<file path="src/pkg/cdrp_pkg.sv">
// package: register map, field positions, reset values and state layout of the codec direct port
//==========================================================================
// Operation
// - dac rate code: 0-7 fixed dividers, 8-21 give 16x21, above that 16 times code
// - four low index bits pick the indirect register behind indexed data
// - fifth index bit reaches indirect 16-31; host writes zero in mode one
// - with transfer disable set, a direction's dma request stops while its interrupt stands
// - format and interface registers need mode change enable, except the two enable bits
// - dac output muted while mode change enable is set
// - init bit reads one while the port cannot answer host cycles
// - after reset and init, index register reads mode change enable set, rest zero
// - during init or soft power down index, data and pio ignore writes, read 80h
// - indexed data reads and writes go to the currently selected indirect register
// - any status write clears the interrupt bit; it reads one while active
// - interrupt pin follows interrupt status only when pin enable bit is set
// - playback ready reads one when a new write is welcome, zero while data valid
// - playback side flag: one for left, mono or first adpcm pair, else zero
// - playback half flag: one for upper, 8-bit, or second and fourth adpcm byte
// - sample error set on capture overrun or playback underrun, source not told
// - capture ready reads one while fresh capture data waits, zero when stale
// - capture side and half flags use the playback encoding, adpcm order too
// - data port writes go to playback data, reads come from capture data
// - capture reads advance tracker, hold on last, restart after status read and sample
// - playback writes advance tracker, extra writes dropped, restart after status read and send
// - indirect registers 16-31 unreachable in mode one
//==========================================================================
package cdrp_pkg;

  // direct register offsets
  localparam logic [1:0] OFS_INDEX = 2'h0;
  localparam logic [1:0] OFS_IDATA = 2'h1;
  localparam logic [1:0] OFS_STATUS = 2'h2;
  localparam logic [1:0] OFS_PIO = 2'h3;

  // index register fields
  localparam int IDX_INIT = 7;
  localparam int IDX_MCE = 6;
  localparam int IDX_TRD = 5;
  localparam int IDX_BANK = 4;

  // status register fields
  localparam int ST_INT = 0;
  localparam int ST_PLAYBACK_READY = 1;
  localparam int ST_PSIDE = 2;
  localparam int ST_PHALF = 3;
  localparam int ST_SER = 4;
  localparam int ST_CAPTURE_READY = 5;
  localparam int ST_CSIDE = 6;
  localparam int ST_CHALF = 7;

  // indirect registers the port itself looks at
  localparam logic [4:0] IREG_PB_FMT = 5'h08;
  localparam logic [4:0] IREG_IFC = 5'h09;
  localparam logic [4:0] IREG_PIN = 5'h0A;
  localparam logic [4:0] IREG_CAP_FMT = 5'h1C;
  localparam int IFC_PEN = 0;
  localparam int IFC_CEN = 1;
  localparam int PIN_IEN = 1;
  localparam int FMT_STEREO = 4;
  localparam int FMT_CL = 5;
  localparam int FMT_F0 = 6;
  localparam int FMT_F1 = 7;

  // reset and blocked values
  localparam logic [7:0] BLOCKED_VALUE = 8'h80;
  localparam logic [1:0] PM_SOFT_DOWN = 2'h1;
  localparam logic [15:0] INIT_CYCLES = 16'h0040;

  // dac divider table
  localparam logic [11:0] DIV_0 = 12'h150;
  localparam logic [11:0] DIV_1 = 12'd353;
  localparam logic [11:0] DIV_2 = 12'd529;
  localparam logic [11:0] DIV_3 = 12'd617;
  localparam logic [11:0] DIV_4 = 12'd1058;
  localparam logic [11:0] DIV_5 = 12'd1764;
  localparam logic [11:0] DIV_6 = 12'd2117;
  localparam logic [11:0] DIV_7 = 12'd2558;
  localparam logic [7:0] RATE_LINEAR_FROM = 8'h16;

  // byte tracker positions
  typedef enum logic [3:0] {
    POS_B0 = 4'b0001,
    POS_B1 = 4'b0010,
    POS_B2 = 4'b0100,
    POS_B3 = 4'b1000
  } cdrp_pos_e;

  // whole state of the port
  typedef struct packed {
    logic [15:0] init_cnt;
    logic mode_change_enable;
    logic transfer_request_disable;
    logic bank;
    logic [3:0] idx;
    logic pb_int;
    logic cap_int;
    logic sample_error;
    logic [7:0] pb_fmt;
    logic [7:0] ifc;
    logic [7:0] pin;
    logic [7:0] cap_fmt;
    cdrp_pos_e pb_pos;
    logic pb_full;
    logic pb_sent;
    logic pb_sread;
    logic [31:0] pb_sample;
    cdrp_pos_e cap_pos;
    logic cap_fresh;
    logic cap_new;
    logic cap_sread;
    logic [31:0] cap_buf;
    logic [31:0] cap_pend;
    logic rd_stage;
    logic rd_mem;
    logic [7:0] rd_hold;
    logic [7:0] rdata;
    logic rvalid;
    logic [11:0] dac_div;
  } cdrp_state_s;

  localparam cdrp_state_s STATE_RESET = '{
    init_cnt: INIT_CYCLES, mode_change_enable: 1'b1, pb_pos: POS_B0, cap_pos: POS_B0, default: '0};

endpackage : cdrp_pkg

</file>
<file path="src/rtl/cdrp_direct_port.sv">
// codec direct register port: index, indexed data, status and pio data
`timescale 1ns/1ns
module cdrp_direct_port (
  input wire logic I_CLK,
  input wire logic I_RST,
  input wire logic [1:0] I_ADDR,
  input wire logic I_RD,
  input wire logic I_WR,
  input wire logic [7:0] I_WDATA,
  output logic [7:0] O_RDATA,
  output logic O_RVALID,
  input wire logic I_MODE_EXT,
  input wire logic [1:0] I_PM_FIELD,
  input wire logic I_PB_IRQ_EVENT,
  input wire logic I_CAP_IRQ_EVENT,
  input wire logic I_UNDERRUN,
  input wire logic I_OVERRUN,
  input wire logic I_PB_DRQ_REQ,
  input wire logic I_CAP_DRQ_REQ,
  output logic O_PB_DRQ,
  output logic O_CAP_DRQ,
  output logic O_IRQ,
  output logic O_DAC_MUTE,
  output logic O_PB_ENABLE,
  output logic O_CAP_ENABLE,
  input wire logic [7:0] I_DAC_RATE_CODE,
  output logic [11:0] O_DAC_DIVIDER,
  output logic [31:0] O_PB_SAMPLE,
  output logic O_PB_SAMPLE_VALID,
  input wire logic I_PB_TAKE,
  input wire logic [31:0] I_CAP_SAMPLE,
  input wire logic I_CAP_SAMPLE_VALID
);

  cdrp_pkg::cdrp_state_s st;
  cdrp_pkg::cdrp_state_s next_st;
  logic [7:0] mem_q;
  logic mem_we;
  logic [7:0] mem_wdata;
  logic [4:0] eff_idx;
  logic blocked;
  logic [7:0] status_byte;
  logic [7:0] index_byte;
  logic [1:0] pb_flags;
  logic [1:0] cap_flags;
  logic st_wr;
  logic st_rd;

  //==========================================================================
  // decoding helpers
  //==========================================================================
  // last tracker position of a sample for a given format byte
  function automatic cdrp_pkg::cdrp_pos_e last_pos(input logic [7:0] fmt);
    logic adpcm;
    logic w16;
    adpcm = fmt[cdrp_pkg::FMT_F1] & ~fmt[cdrp_pkg::FMT_F0] & fmt[cdrp_pkg::FMT_CL];
    w16 = fmt[cdrp_pkg::FMT_F0] & ~fmt[cdrp_pkg::FMT_CL];
    if (adpcm || (w16 && fmt[cdrp_pkg::FMT_STEREO])) begin
      last_pos = cdrp_pkg::POS_B3;
    end else if (w16 || fmt[cdrp_pkg::FMT_STEREO]) begin
      last_pos = cdrp_pkg::POS_B1;
    end else begin
      last_pos = cdrp_pkg::POS_B0;
    end
  endfunction : last_pos

  // side and half flags {side, half} of the byte at a position
  function automatic logic [1:0] pos_flags(input cdrp_pkg::cdrp_pos_e pos, input logic [7:0] fmt);
    logic adpcm;
    logic w16;
    logic first_pair;
    logic odd;
    adpcm = fmt[cdrp_pkg::FMT_F1] & ~fmt[cdrp_pkg::FMT_F0] & fmt[cdrp_pkg::FMT_CL];
    w16 = fmt[cdrp_pkg::FMT_F0] & ~fmt[cdrp_pkg::FMT_CL];
    first_pair = pos[0] | pos[1];
    odd = pos[1] | pos[3];
    if (adpcm) begin
      pos_flags = {first_pair, odd};
    end else if (w16) begin
      // big endian sends the upper byte first
      pos_flags = {first_pair | ~fmt[cdrp_pkg::FMT_STEREO], odd ^ fmt[cdrp_pkg::FMT_F1]};
    end else begin
      pos_flags = {pos[0] | ~fmt[cdrp_pkg::FMT_STEREO], 1'b1};
    end
  endfunction : pos_flags

  // byte lane of a one-hot position
  function automatic logic [1:0] pos_lane(input cdrp_pkg::cdrp_pos_e pos);
    pos_lane = {pos[2] | pos[3], pos[1] | pos[3]};
  endfunction : pos_lane

  // dac divider from the 8-bit rate code
  function automatic logic [11:0] dac_div(input logic [7:0] code);
    unique case (code)
      8'h00: dac_div = cdrp_pkg::DIV_0;
      8'h01: dac_div = cdrp_pkg::DIV_1;
      8'h02: dac_div = cdrp_pkg::DIV_2;
      8'h03: dac_div = cdrp_pkg::DIV_3;
      8'h04: dac_div = cdrp_pkg::DIV_4;
      8'h05: dac_div = cdrp_pkg::DIV_5;
      8'h06: dac_div = cdrp_pkg::DIV_6;
      8'h07: dac_div = cdrp_pkg::DIV_7;
      default: dac_div = (code < cdrp_pkg::RATE_LINEAR_FROM) ? cdrp_pkg::DIV_0 : {code, 4'h0};
    endcase
  endfunction : dac_div

  //==========================================================================
  // indirect register store
  //==========================================================================
  cdrp_ireg_mem u_mem (
    .i_clk(I_CLK),
    .i_we(mem_we),
    .i_addr(eff_idx),
    .i_wdata(mem_wdata),
    .o_rdata(mem_q)
  );

  //==========================================================================
  // visible bytes
  //==========================================================================
  // selected register, upper bank hidden in mode one
  assign eff_idx = I_MODE_EXT ? {st.bank, st.idx} : {1'b0, st.idx};
  assign blocked = (st.init_cnt != 16'h0000) || (I_PM_FIELD == cdrp_pkg::PM_SOFT_DOWN);
  assign index_byte = blocked ? cdrp_pkg::BLOCKED_VALUE : {1'b0, st.mode_change_enable, st.transfer_request_disable, st.bank, st.idx};
  assign pb_flags = pos_flags(st.pb_pos, st.pb_fmt);
  assign cap_flags = pos_flags(st.cap_pos, st.cap_fmt);
  assign st_wr = I_WR && (I_ADDR == cdrp_pkg::OFS_STATUS);
  assign st_rd = I_RD && (I_ADDR == cdrp_pkg::OFS_STATUS);

  // status register assembly
  always_comb begin
    status_byte = 8'h00;
    status_byte[cdrp_pkg::ST_INT] = st.pb_int | st.cap_int;
    status_byte[cdrp_pkg::ST_PLAYBACK_READY] = ~st.pb_full;
    status_byte[cdrp_pkg::ST_PSIDE] = pb_flags[1];
    status_byte[cdrp_pkg::ST_PHALF] = pb_flags[0];
    status_byte[cdrp_pkg::ST_SER] = st.sample_error;
    status_byte[cdrp_pkg::ST_CAPTURE_READY] = st.cap_fresh;
    status_byte[cdrp_pkg::ST_CSIDE] = cap_flags[1];
    status_byte[cdrp_pkg::ST_CHALF] = cap_flags[0];
  end

  //==========================================================================
  // next state
  //==========================================================================
  always_comb begin
    next_st = st;
    mem_we = 1'b0;
    mem_wdata = I_WDATA;
    next_st.rvalid = 1'b0;
    next_st.dac_div = dac_div(I_DAC_RATE_CODE);
    if (st.init_cnt != 16'h0000) begin
      next_st.init_cnt = st.init_cnt - 16'h0001;
    end

    // interrupt and error flags, a set wins over the clear
    next_st.pb_int = (st.pb_int & ~st_wr) | I_PB_IRQ_EVENT;
    next_st.cap_int = (st.cap_int & ~st_wr) | I_CAP_IRQ_EVENT;
    next_st.sample_error = (st.sample_error & ~st_wr) | I_UNDERRUN | I_OVERRUN;

    // host writes
    if (I_WR && !blocked) begin
      unique case (I_ADDR)
        cdrp_pkg::OFS_INDEX: begin
          next_st.mode_change_enable = I_WDATA[cdrp_pkg::IDX_MCE];
          next_st.transfer_request_disable = I_WDATA[cdrp_pkg::IDX_TRD];
          next_st.bank = I_WDATA[cdrp_pkg::IDX_BANK];
          next_st.idx = I_WDATA[3:0];
        end
        cdrp_pkg::OFS_IDATA: begin
          mem_we = 1'b1;
          if (eff_idx == cdrp_pkg::IREG_IFC) begin
            // enable bits always change, the rest only under mode change enable
            if (!st.mode_change_enable) begin
              mem_wdata = {st.ifc[7:2], I_WDATA[cdrp_pkg::IFC_CEN], I_WDATA[cdrp_pkg::IFC_PEN]};
            end
            next_st.ifc = mem_wdata;
          end else if (eff_idx == cdrp_pkg::IREG_PB_FMT) begin
            mem_we = st.mode_change_enable;
            if (st.mode_change_enable) begin
              next_st.pb_fmt = I_WDATA;
            end
          end else if (eff_idx == cdrp_pkg::IREG_CAP_FMT) begin
            mem_we = st.mode_change_enable;
            if (st.mode_change_enable) begin
              next_st.cap_fmt = I_WDATA;
            end
          end else if (eff_idx == cdrp_pkg::IREG_PIN) begin
            next_st.pin = I_WDATA;
          end
        end
        cdrp_pkg::OFS_PIO: begin
          // playback byte into its lane, dropped once the sample is complete
          if (!st.pb_full) begin
            next_st.pb_sample[8*pos_lane(st.pb_pos) +: 8] = I_WDATA;
            if (st.pb_pos == last_pos(st.pb_fmt)) begin
              next_st.pb_full = 1'b1;
            end else begin
              next_st.pb_pos = cdrp_pkg::cdrp_pos_e'({st.pb_pos[2:0], 1'b0});
            end
          end
        end
        default: begin
        end
      endcase
    end

    // playback sample handed off, tracker restarts after status read and send
    if (st.pb_full && I_PB_TAKE) begin
      next_st.pb_sent = 1'b1;
    end
    if (st.pb_full && st_rd) begin
      next_st.pb_sread = 1'b1;
    end
    if (st.pb_full && st.pb_sent && st.pb_sread) begin
      next_st.pb_full = 1'b0;
      next_st.pb_sent = 1'b0;
      next_st.pb_sread = 1'b0;
      next_st.pb_pos = cdrp_pkg::POS_B0;
    end

    // capture sample arrival and restart
    if (I_CAP_SAMPLE_VALID) begin
      next_st.cap_pend = I_CAP_SAMPLE;
      next_st.cap_new = 1'b1;
    end
    if (st_rd) begin
      next_st.cap_sread = 1'b1;
    end
    if (st.cap_new && st.cap_sread) begin
      next_st.cap_buf = st.cap_pend;
      next_st.cap_pos = cdrp_pkg::POS_B0;
      next_st.cap_fresh = 1'b1;
      next_st.cap_new = I_CAP_SAMPLE_VALID;
      next_st.cap_sread = st_rd;
    end

    // host reads: stage one picks the byte, stage two drives it out
    next_st.rd_stage = I_RD;
    next_st.rd_mem = I_RD && (I_ADDR == cdrp_pkg::OFS_IDATA) && !blocked;
    if (I_RD) begin
      unique case (I_ADDR)
        cdrp_pkg::OFS_INDEX: next_st.rd_hold = index_byte;
        cdrp_pkg::OFS_IDATA: next_st.rd_hold = cdrp_pkg::BLOCKED_VALUE;
        cdrp_pkg::OFS_STATUS: next_st.rd_hold = status_byte;
        cdrp_pkg::OFS_PIO: begin
          if (blocked) begin
            next_st.rd_hold = cdrp_pkg::BLOCKED_VALUE;
          end else begin
            next_st.rd_hold = st.cap_buf[8*pos_lane(st.cap_pos) +: 8];
            if (st.cap_fresh) begin
              if (st.cap_pos == last_pos(st.cap_fmt)) begin
                next_st.cap_fresh = 1'b0;
              end else begin
                next_st.cap_pos = cdrp_pkg::cdrp_pos_e'({st.cap_pos[2:0], 1'b0});
              end
            end
          end
        end
        default: begin
        end
      endcase
    end
    if (st.rd_stage) begin
      next_st.rdata = st.rd_mem ? mem_q : st.rd_hold;
      next_st.rvalid = 1'b1;
    end
  end

  // state register
  always_ff @(posedge I_CLK) begin
    if (I_RST) begin
      st <= cdrp_pkg::STATE_RESET;
    end else begin
      st <= next_st;
    end
  end

  //==========================================================================
  // outputs
  //==========================================================================
  assign O_RDATA = st.rdata;
  assign O_RVALID = st.rvalid;
  assign O_PB_DRQ = I_PB_DRQ_REQ & ~(st.transfer_request_disable & st.pb_int);
  assign O_CAP_DRQ = I_CAP_DRQ_REQ & ~(st.transfer_request_disable & st.cap_int);
  assign O_IRQ = (st.pb_int | st.cap_int) & st.pin[cdrp_pkg::PIN_IEN];
  assign O_DAC_MUTE = st.mode_change_enable;
  assign O_PB_ENABLE = st.ifc[cdrp_pkg::IFC_PEN];
  assign O_CAP_ENABLE = st.ifc[cdrp_pkg::IFC_CEN];
  assign O_DAC_DIVIDER = st.dac_div;
  assign O_PB_SAMPLE = st.pb_sample;
  assign O_PB_SAMPLE_VALID = st.pb_full;

  //==========================================================================
  // checks
  //==========================================================================
  AST_DIV_FIXED: assert property (@(posedge I_CLK) disable iff (I_RST)
    (I_DAC_RATE_CODE == 8'h01) |=> (O_DAC_DIVIDER == cdrp_pkg::DIV_1))
    else $error("rate code one must give divider 353");

  AST_DIV_LINEAR: assert property (@(posedge I_CLK) disable iff (I_RST)
    (I_DAC_RATE_CODE == 8'h15) |=> (O_DAC_DIVIDER == cdrp_pkg::DIV_0))
    else $error("rate code 21 must give divider 336");

  AST_DRQ_HOLD: assert property (@(posedge I_CLK) disable iff (I_RST)
    (st.transfer_request_disable && st.pb_int) |-> !O_PB_DRQ)
    else $error("playback request not held off by interrupt");

  AST_MUTE_OFF: assert property (@(posedge I_CLK) disable iff (I_RST)
    (I_WR && !blocked && I_ADDR == cdrp_pkg::OFS_INDEX && !I_WDATA[cdrp_pkg::IDX_MCE]) |=> !O_DAC_MUTE)
    else $error("mute stayed after mode change enable cleared");

  AST_BLOCKED_READ: assert property (@(posedge I_CLK) disable iff (I_RST)
    (I_RD && blocked && I_ADDR != cdrp_pkg::OFS_STATUS) |-> ##2 (O_RVALID && O_RDATA == 8'h80))
    else $error("blocked read did not return 80h");

  AST_READ_LATENCY: assert property (@(posedge I_CLK) disable iff (I_RST)
    I_RD |-> ##2 O_RVALID)
    else $error("read answer not two cycles after request");

  AST_INT_CLEAR: assert property (@(posedge I_CLK) disable iff (I_RST)
    (st_wr && !I_PB_IRQ_EVENT && !I_CAP_IRQ_EVENT) |=> !(st.pb_int || st.cap_int))
    else $error("status write did not clear interrupt");

  AST_IRQ_PIN: assert property (@(posedge I_CLK) disable iff (I_RST)
    O_IRQ |-> (st.pin[cdrp_pkg::PIN_IEN] && (st.pb_int || st.cap_int)))
    else $error("irq pin active without enable or interrupt");

  AST_PB_DROP: assert property (@(posedge I_CLK) disable iff (I_RST)
    (st.pb_full && I_WR && I_ADDR == cdrp_pkg::OFS_PIO) |=> $stable(O_PB_SAMPLE))
    else $error("write changed a complete playback sample");

  AST_MCE_GUARD: assert property (@(posedge I_CLK) disable iff (I_RST)
    (!st.mode_change_enable && I_WR && I_ADDR == cdrp_pkg::OFS_IDATA && eff_idx == cdrp_pkg::IREG_PB_FMT) |=> $stable(st.pb_fmt))
    else $error("format changed without mode change enable");

endmodule : cdrp_direct_port

</file>
<file path="src/rtl/cdrp_ireg_mem.sv">
// indirect register store: 32 bytes, one write port, registered read
`timescale 1ns/1ns
module cdrp_ireg_mem (
  input wire logic i_clk,
  input wire logic i_we,
  input wire logic [4:0] i_addr,
  input wire logic [7:0] i_wdata,
  output logic [7:0] o_rdata
);

  logic [7:0] mem [0:31];

  //==========================================================================
  // storage
  //==========================================================================
  // read first (a write returns the old byte), read data registered one edge after the address
  always_ff @(posedge i_clk) begin
    if (i_we) begin
      mem[i_addr] <= i_wdata;
    end
    o_rdata <= mem[i_addr];
  end

endmodule : cdrp_ireg_mem

</file>
<file path="config.mk">
export PLATFORM = sky130hd
export DESIGN_NAME = cdrp_direct_port
export DESIGN_NICKNAME = d
export VERILOG_FILES = /design/src/pkg/cdrp_pkg.sv /design/src/rtl/cdrp_direct_port.sv /design/src/rtl/cdrp_ireg_mem.sv
export SDC_FILE = /design/constraint.sdc
export NUM_CORES = 1
export LEC_CHECK = 0
export BUFFER_PORTS_ARGS = -buffer_cell sky130_fd_sc_hd__clkbuf_2
export CORE_ASPECT_RATIO = 1.75
export CORE_MARGIN = 3
export CORE_UTILIZATION = 50
export CTS_BUF_LIST = sky130_fd_sc_hd__clkbuf_16
export DETAILED_ROUTE_END_ITERATION = 7
export PLACE_DENSITY = 0.68
export SLEW_MARGIN = 30
export SYNTH_ARGS = -nofsm -noshare
export SYNTH_HDL_FRONTEND = slang
export SYNTH_HIERARCHICAL = 1
export SYNTH_SLANG_ARGS = --single-unit
</file>
<file path="constraint.sdc">
create_clock -name I_CLK -period 8.4 [get_ports I_CLK]
set_input_delay 1.26 -clock I_CLK [delete_from_list [all_inputs] [get_ports I_CLK]]
set_output_delay 1.26 -clock I_CLK [all_outputs]
set_load 0.02 [all_outputs]
</file>
=== Yosys cells after proc, flatten, opt, wreduce, memory -nomap -nowiden ===
Memory sizes are Yosys's and may differ from the RTL's. A register that Yosys moved wholly into a read port is not among the register bits.
Index checks and enable logic that the tools add are counted.

* Eq/ne operators: 17
* $add $sub $neg: 2
* Bitwise gates (word level): 45
* Muxes and demuxes: 46
* $lt $le $gt $ge: 1
* Reductions and logical operators: 32
* Shift-type cells: 3

{| class="wikitable"
|+ Operators by type and width
! cell !! number
|-
| $pmux W12 S8 || 1
|-
| $mux W8 || 7
|-
| $mux W4 || 10
|-
| $mux W39 || 1
|-
| $neg A5 Y34 || 1
|-
| $shift A8 B34 Y32 const A || 1
|-
| $shiftx A8 B34 Y32 || 1
|-
| $bwmux W32 || 1
|-
| $eq A8 B3 Y1 const B || 4
|-
| $pmux W8 S4 || 1
|-
| $shiftx A32 B6 Y8 || 1
|-
| $mux W5 || 5
|-
| $eq A8 B2 Y1 const B || 2
|-
| $reduce_bool A16 Y1 || 1
|-
| $sub A16 B1 Y16 const B || 1
|-
| $eq A5 B4 Y1 const B || 3
|-
| $or A1 B1 Y1 || 15
|-
| $and A1 B1 Y1 || 14
|-
| $not A1 Y1 || 14
|-
| $mux W1 || 13
|-
| $logic_and A1 B1 Y1 || 12
|-
| $mux W12 || 1
|-
| $mux W2 || 6
|-
| $reduce_and A6 Y1 || 2
|-
| 17 further kinds || 28
|}

* Memory bits (writable): 256
* Bits in registers: 193
* Logic and storage cells: 176
* Input port bits: 65
* Memories: 1
* Output and inout port bits: 60

{| class="wikitable"
|+ Memory list
! memory !! words !! bits a word !! read ports !! clocked after memory_dff !! write ports !! line !! RTL
|-
| u_mem.mem || 32 || 8 || 1 || 1 || 1 || cdrp_ireg_mem.sv:11 || <nowiki>logic [7:0] mem [0:31];</nowiki>
|}

=== Longest topological paths before layout ===
Gate-level depths: netlist of the first run.

* Word-level depth: 15
* Depth in mapped cells: 9
* Depth with buffers taken out: 8

=== Cells and area by module ===
The synthesis of the first run kept the hierarchy.

{| class="wikitable"
|+ By module, submodules not included
! module !! area each (µm²) !! sequential area each (µm²) !! instances !! cells an instance
|-
| cdrp_ireg_mem || 10201.0 || 7847.5 || 1 || 576
|-
| cdrp_direct_port || 8450.6 || 3683.5 || 1 || 975
|}

=== Worst setup path before layout of the first run ===
No wires, ideal clock.

* Kind: input port to flip-flop
* Start point: input port I_PM_FIELD[1]
* End point: memory u_mem.mem[24][0], enable pin
* Stages: 7
* Setup slack: 4.648 ns
* Data required time: 8.017 ns
* Setup time: 0.383 ns
* Path buffers: 1
* Data arrival time: 3.368 ns
* Cells stage by stage: nand2b_1 nand4b_4 nor2_1 and3_1 or3b_2 clkbuf_1 nor3_1

* Longest elaborated chain between the ends: 7

{| class="wikitable"
|+ RTL lines
! item !! line !! RTL
|-
| start: declaration || cdrp_direct_port.sv:13 || <nowiki>input wire logic [1:0] I_PM_FIELD,</nowiki>
|-
| $eq A2 B1 Y1 || cdrp_direct_port.sv:123 || <nowiki>assign blocked = (st.init_cnt != 16'h0000) || (I_PM_FIELD == cdrp_pkg::PM_SOFT_DOWN);</nowiki>
|-
| $logic_or A1 B1 Y1 || cdrp_direct_port.sv:123 ||
|-
| $logic_not A1 Y1 || cdrp_direct_port.sv:162 || <nowiki>if (I_WR && !blocked) begin</nowiki>
|-
| $logic_and A1 B1 Y1 || cdrp_direct_port.sv:162 ||
|-
| $mux W1 || cdrp_direct_port.sv:162 ||
|-
| named net mem_we || cdrp_direct_port.sv:38 || <nowiki>logic mem_we;</nowiki>
|-
| $mux W1 || cdrp_ireg_mem.sv:18 || <nowiki>if (i_we) begin</nowiki>
|-
| $mux W1 (implied by the code) || cdrp_ireg_mem.sv:19 || <nowiki>mem[i_addr] <= i_wdata;</nowiki>
|-
| end: declaration || cdrp_ireg_mem.sv:11 ||
|}

The timed path passes the listed nets, and every way through them passes these cells.

=== Final worst setup path of the first run ===
* Start point: register st[183] (netlist name)
* End point: memory u_mem.mem[27][6], enable pin

* Longest elaborated chain between the ends: 7

{| class="wikitable"
|+ RTL lines
! item !! line !! RTL
|-
| start: declaration || cdrp_direct_port.sv:35 || <nowiki>cdrp_pkg::cdrp_state_s st;</nowiki>
|-
| start signal: assignment || cdrp_direct_port.sv:273 || <nowiki>st <= cdrp_pkg::STATE_RESET;</nowiki>
|-
| start signal: assignment || cdrp_direct_port.sv:275 || <nowiki>st <= next_st;</nowiki>
|-
| $reduce_bool A16 Y1 || cdrp_direct_port.sv:123 ||
|-
| $logic_or A1 B1 Y1 || cdrp_direct_port.sv:123 ||
|-
| $logic_not A1 Y1 || cdrp_direct_port.sv:162 ||
|-
| $logic_and A1 B1 Y1 || cdrp_direct_port.sv:162 ||
|-
| $mux W1 || cdrp_direct_port.sv:162 ||
|-
| named net mem_we || cdrp_direct_port.sv:38 ||
|-
| $mux W1 || cdrp_ireg_mem.sv:18 ||
|-
| $mux W1 (implied by the code) || cdrp_ireg_mem.sv:19 ||
|}

The timed path passes the listed nets, and every way through them passes these cells.

==> results of run 1 <==
-- synthesized netlist by cell type (all sizes together), types with 21 or more instances --
| cell | count | area (um^2) |
|---|---|---|
| a21oi | 95 | 505 |
| buf | 90 | 617 |
| clkbuf | 59 | 221 |
| dfxtp | 192 | 3840 |
| edfxtp | 256 | 7690 |
| mux2i | 197 | 1970 |
| nand2 | 117 | 439 |
| nand2b | 36 | 225 |
| nand3 | 56 | 280 |
| nor2 | 135 | 507 |
| nor4 | 21 | 161 |
| o22ai | 68 | 425 |
-- worst max-delay path: stages (launching register included) --
cell,delay [ns]
dfxtp_1,0.33
inv_1,0.08
ha_1,0.15
nor4b_1,0.48
nand2_1,0.37
nor2_1,0.48
and3_1,0.37
nand3_1,0.46
nor3_1,0.98
-- sequential cells by signal, indices dropped and copies added (netlist names) --
signal and flops:
O_PB_SAMPLE 32, O_RDATA 8, O_DAC_MUTE 1, O_PB_ENABLE 1
O_PB_SAMPLE_VALID 1, O_RVALID 1, O_CAP_ENABLE 1, O_DAC_DIVIDER 12
st 127, u_mem/o_rdata 8, u_mem/mem 256
-- stage by stage --
| stage | worst slack [ns] | total power, mW | hold slack, ns | cells | util, % |
|---|---|---|---|---|---|
| 6_report | 4.32 | 4.36 | 0.453 | 2083 | 55.3 |
| 5_1_grt | 4.25 | 4.52 | 0.478 | 2083 | 55.3 |
| 4_1_cts | 4.12 | 4.40 | 0.455 | 2083 | 55.2 |
| 3_5_place_dp | 3.86 | 2.75 | 0.446 | 2013 | 52.0 |
| 3_3_place_gp | 3.83 | 2.74 | 0.440 | 2013 | 52.0 |
| 2_1_floorplan | 4.65 | 2.66 | 0.429 | 1551 | - |
-- worst max path at each step --
| stage | start | to | slack [ns] | depth (start not counted) |
|---|---|---|---|---|
| after detailed placement | I_MODE_EXT | u_mem/mem[28][6] | 3.86 | 7 |
| after floorplan | I_PM_FIELD[1] | u_mem/mem[24][0] | 4.65 | 7 |
| after CTS | st[183] | u_mem/mem[24][2] | 4.12 | 8 |
| final | st[183] | u_mem/mem[27][6] | 4.32 | 8 |
| after global routing | st[183] | u_mem/mem[27][6] | 4.25 | 8 |
| after global placement | I_MODE_EXT | u_mem/mem[29][3] | 3.83 | 7 |
-- layout make-up --
type / instances / share of cell area (%)
flip-flops and latches: 448 / 56.8
multi-input cells: 937 / 30.7
inverters: 17 / 0.314
repair buffers: 136 / 3.54
well taps: 475 / 2.93
clock inverters: 30 / 0.831
clock buffers: 40 / 4.93
-- cells by family after synthesis --
logic type / share of synthesized area [%]
AO/OA/AOI/OAI: 8.02
buffers and inverters: 4.84
multiplexers: 11.2
flip-flops: 61.8
adder cells (fa/ha/maj): 0.470
AND/OR/NAND/NOR: 13.1
XOR/XNOR: 0.563
-- power groups by stage --
stage / registers [mW] / clock network (mW) / logic, mW
floorplan: 2.43 / 0 / 0.225
global placement: 2.44 / 0 / 0.299
detailed placement: 2.44 / 0 / 0.305
CTS: 2.40 / 1.70 / 0.307
global route: 2.40 / 1.78 / 0.339
finish: 2.40 / 1.66 / 0.305
-- layer usage --
| metal | GRT usage (%) | wire (um) | vias to the layer above |
|---|---|---|---|
| met5 | 0 | 0 | - |
| met4 | 9.35 | 1880 | 0 |
| met3 | 2.91 | 1900 | 91 |
| met2 | 42.7 | 24700 | 360 |
| met1 | 21.8 | 15100 | 5953 |
| li1 | - | - | 5707 |
==> results.py, run 1 <==
metrics = {
    "clock_tree": {
        "post_cts_resized": 0,
        "clockRootBuffer": "clkbuf_16",
        "cts-hold-fix-buffers": 0,
        "htreeDepth": 2,
        "cts_sinks": 448,
        "cts_buffers": 40,
        "clock_latency_ns": 0.56,
        "cts_setup_buffers": 0,
        "tritoncts": "built",
        "clock_path_buffers": 3,
        "cts.clk_slew.worst_paths_ns": 0.06,
    },
    "setup_path": {
        "crit_required_ns": 8.58,
        "cp_data_arrival_time_ns": 4.26,
        "timing.rr.start": "st[183]",
        "crit_type": "reg2reg",
        "reg2reg_to": "u_mem/mem[27][6]",
        "endpoint_kind": "flop",
        "start_kind": "flop",
        "worstRegToRegCells": 8,
        "rrSetupSlack_ns": 4.32,
        "path_max_fanout": 8,
    },
    "drt": {
        "first_iter_violations": 670,
        "drtPass1Iterations": 5,
        "via_count": 12100,
        "via_per_inst": 5.81,
        "wl_um": 43600,
        "wl_per_cell_um": 20.9,
        "drc": 0,
        "antenna_left": 0,
    },
    "sta": {
        "fin_setup_tns_ns": 0,
        "slew_viol_final": 0,
        "tightest_slew_ns": 1.05,
        "max_freq_mhz": 245,
        "finalCritPeriodShare_pct": 48.5,
        "finalSetupViolCount": 0,
        "hold_viol": 0,
        "final.setup_skew_ns": 0.0245,
        "slew_headroom_pct": 29.3,
        "rsz0062_at_grt": "no",
        "fin_crit_ns": 4.08,
    },
    "cells_and_area": {
        "final_area_mm2": 0.0203,
        "regArea_mm2": 0.0115,
        "n_fill_cell": 3064,
        "num_antenna_cells": 0,
        "areaGrowthSynthToFinish_pct": 8.94,
        "layout.nets": 1652,
        "final_cell_mix": "edfxtp_1, mux2i_1, dfxtp_1, nor2_1, clkbuf_2",
        "multiInputGateArea_mm2": 0.00624,
        "final_common_cell": "edfxtp_1",
        "drive_above_1_share_pct": 14.4,
    },
    "placed_design": {
        "placed_area_mm2": 0.0191,
        "dpl.hpwl_um": 29700,
        "place_congestion": 0.895,
        "portBuffers": 124,
    },
    "synthesis": {
        "synth_edf_count": 256,
        "ys_seq_area_share_pct": 61.8,
        "synth_nets": 1623,
        "synth_area_mm2": 0.0187,
        "yosysWarnings": 6,
        "syn_inst": 1551,
        "ys_ff_latch": 448,
        "synth-async-reset-ratio_pct": 0,
        "syn_area_per_cell_um2": 12.0,
        "synthDistinctLibCells": 74,
        "ys.flop_type": "edfxtp_1",
    },
    "floorplanning": {
        "dieHeight_um": 262,
        "core_mm2": 0.0368,
        "io_pins": 125,
        "start_util_pct": 50.7,
        "fp.dieW_um": 152,
        "dieArea_mm2": 0.0397,
        "num_rows": 93,
    },
    "worst_hold_path": {
        "hp-class": "reg2reg",
        "whs_path_depth": 2,
        "hp-start": "st[92]",
        "hold_end": "st[92]",
    },
    "outcome": {
        "status": "finished clean",
    },
    "global_route": {
        "grt.overflow.total": 0,
        "grt_pass1_wl_um": 66800,
        "antenna_found_initial": 0,
        "grt_pass1_vias": 12100,
        "grt_start_max_net_pins": 92,
        "track_usage_pct": 21.3,
    },
    "pwr": {
        "ir_drop_mv": 0.132,
        "p_seq_share_pct": 54.9,
        "leakage_nw": 6.78,
        "power.clock.fraction_pct": 38.1,
        "p_per_area_mw_per_mm2": 215,
        "power_switching_mw": 1.03,
        "sw_frac_of_total_pct": 23.6,
        "combPwrFrac_pct": 7.0,
        "intPower_mw": 3.33,
    },
    "job": {
        "drv_cap": 0,
    },
}
No activity file was read; power rests on OpenSTA's default activity.
==> run 2: changes to the inputs <==
==> constraint.sdc (replaced) <==
create_clock -name I_CLK -period 3.87 [get_ports I_CLK]
set_input_delay 0.5805 -clock I_CLK [delete_from_list [all_inputs] [get_ports I_CLK]]
set_output_delay 0.5805 -clock I_CLK [all_outputs]
set_load 0.02 [all_outputs]
==> run 2 against run 1 <==
Critical path type unchanged. Highest routed layer unchanged. Routed wire length is 2.6% higher. Die area stayed put. Largest cell class unchanged. Global-route usage is 0.30 points higher. Maximum frequency is 19% higher.
==> results.py, run 2 (synthesized netlist as in run 1, its figures left out) <==
metrics = {
    "setup_path": {
        "worstRegToRegCells": 9,
        "start_kind": "flop",
        "crit_required_ns": 4.04,
        "cp_data_arrival_time_ns": 3.59,
        "endpoint_kind": "flop",
        "crit_type": "reg2reg",
        "path_max_fanout": 8,
    },
    "sta": {
        "hold_viol": 0,
        "finalWorstSetupSlack_ns": 0.456,
        "rsz0062_at_grt": "no",
        "tightest_slew_ns": 0.960,
        "finalCritPeriodShare_pct": 88.2,
        "fin_setup_tns_ns": 0,
        "final.setup_skew_ns": 0.00945,
        "holdWs_ns": 0.255,
        "slew_headroom_pct": 36.0,
        "finalSetupViolCount": 0,
        "slew_viol_final": 0,
        "max_freq_mhz": 293,
        "fin_crit_ns": 3.41,
    },
    "floorplanning": {
        "io_pins": 125,
        "num_rows": 93,
        "core_mm2": 0.0368,
        "start_util_pct": 50.7,
        "dieHeight_um": 262,
        "dieArea_mm2": 0.0397,
        "fp.dieW_um": 152,
    },
    "cells_and_area": {
        "layout.nets": 1680,
        "drive_above_1_share_pct": 15.6,
        "largest_register_ffs": 256,
        "final_common_cell": "edfxtp_1",
        "fin_cells": 2111,
        "n_fill_cell": 3065,
        "areaGrowthSynthToFinish_pct": 10.3,
        "regMostFlops": "u_mem/mem",
        "num_antenna_cells": 0,
        "final_cell_mix": "edfxtp_1, mux2i_1, dfxtp_1, nor2_1, clkbuf_2",
    },
    "pwr": {
        "ir_drop_mv": 0.264,
        "p_per_area_mw_per_mm2": 468,
        "leakage_nw": 6.96,
    },
    "global_route": {
        "grt.overflow.total": 0,
        "grt_start_max_net_pins": 135,
        "grt_pass1_wl_um": 67400,
        "track_usage_pct": 21.6,
        "grt_pass1_vias": 12000,
        "antenna_found_initial": 0,
    },
    "worst_hold_path": {
        "hp-class": "in2reg",
        "whs_path_depth": 3,
    },
    "clock_tree": {
        "cts.clk_slew.worst_paths_ns": 0.07,
        "cts_sinks": 448,
        "cts_setup_buffers": 0,
        "cts-hold-fix-buffers": 0,
        "cts_buffers": 39,
        "htreeDepth": 2,
        "clockRootBuffer": "clkbuf_16",
        "post_cts_resized": 0,
        "tritoncts": "built",
        "clock_latency_ns": 0.54,
        "clock_path_buffers": 3,
    },
    "drt": {
        "first_iter_violations": 712,
        "drtPass1Iterations": 5,
        "wl_per_cell_um": 21.2,
        "drc": 0,
        "via_count": 12100,
        "antenna_left": 0,
        "via_per_inst": 5.72,
        "wl_um": 44700,
    },
    "placed_design": {
        "place_congestion": 0.933,
        "placed_cells": 2042,
        "dpl.hpwl_um": 30600,
        "portBuffers": 124,
        "dpl_worst_slack_ns": 0.466,
    },
    "job": {
        "drv_cap": 0,
    },
    "outcome": {
        "status": "finished clean",
    },
}
==> run 2: cell types whose count changed in the layout (fill, tap and decap cells not counted), sizes merged <==
cell	change
buf	+27
clkinv	-5
bufinv	+2
clkbuf	+2
inv	+2
==> run 2: layout make-up <==
type                            instances  area [um^2]  area share (%)
Sequential cell                       448        11500            56.1
Tap cell                              475          594            2.89
Timing Repair Buffer                  165          955            4.64
Inverter                               17         63.8           0.310
Clock inverter                         29          205           0.997
Multi-Input combinational cell        937         6220            30.2
Clock buffer                           40         1000            4.87
==> run 2: routing by layer <==
metal  GRT usage [%]  wire length (um)  vias up  share of wire, %
li1                -                 -     5739                 -
met1            22.2             15700     5852                35
met2            41.7             24400      356                55
met3            2.55              1690      120               3.8
met4            13.0              2910        0               6.5
met5               0                 0        -                 0
==> run 2: path summary, 6_finish.rpt <==
path,slack [ns],start,to
worst min-delay path,0.26,I_CAP_IRQ_EVENT,st[174]
worst max register to register,0.46,st[183],u_mem/mem[28][2]
worst max-delay path,0.46,st[183],u_mem/mem[28][2]
worst min register to register,0.45,O_PB_SAMPLE[15],O_PB_SAMPLE[15]
==> run 2: power by group <==
part	leakage (nW)	switching, mW	internal (mW)
clock network	0.625	1.71	2.03
registers	3.87	0.0816	5.11
logic	2.47	0.460	0.234
total	6.96	2.25	7.38
==> run 2: metrics by stage <==
step / total power [mW] / utilization, % / instance area, um^2
2_1_floorplan: 5.77 / - / 18700
3_3_place_gp: 5.97 / 52.6 / 19400
3_5_place_dp: 5.99 / 52.7 / 19400
4_1_cts: 9.70 / 56.0 / 20600
5_1_grt: 9.96 / 56.0 / 20600
6_report: 9.62 / 56.0 / 20600
==> run 2: critical path: stages (launching register included) <==
cell	delay, ns
dfxtp_1	0.33
inv_1	0.08
ha_1	0.14
nor4b_1	0.52
nand2_1	0.15
buf_4	0.20
nor2_1	0.11
and3_1	0.28
or3b_2	0.64
nor2_1	0.57
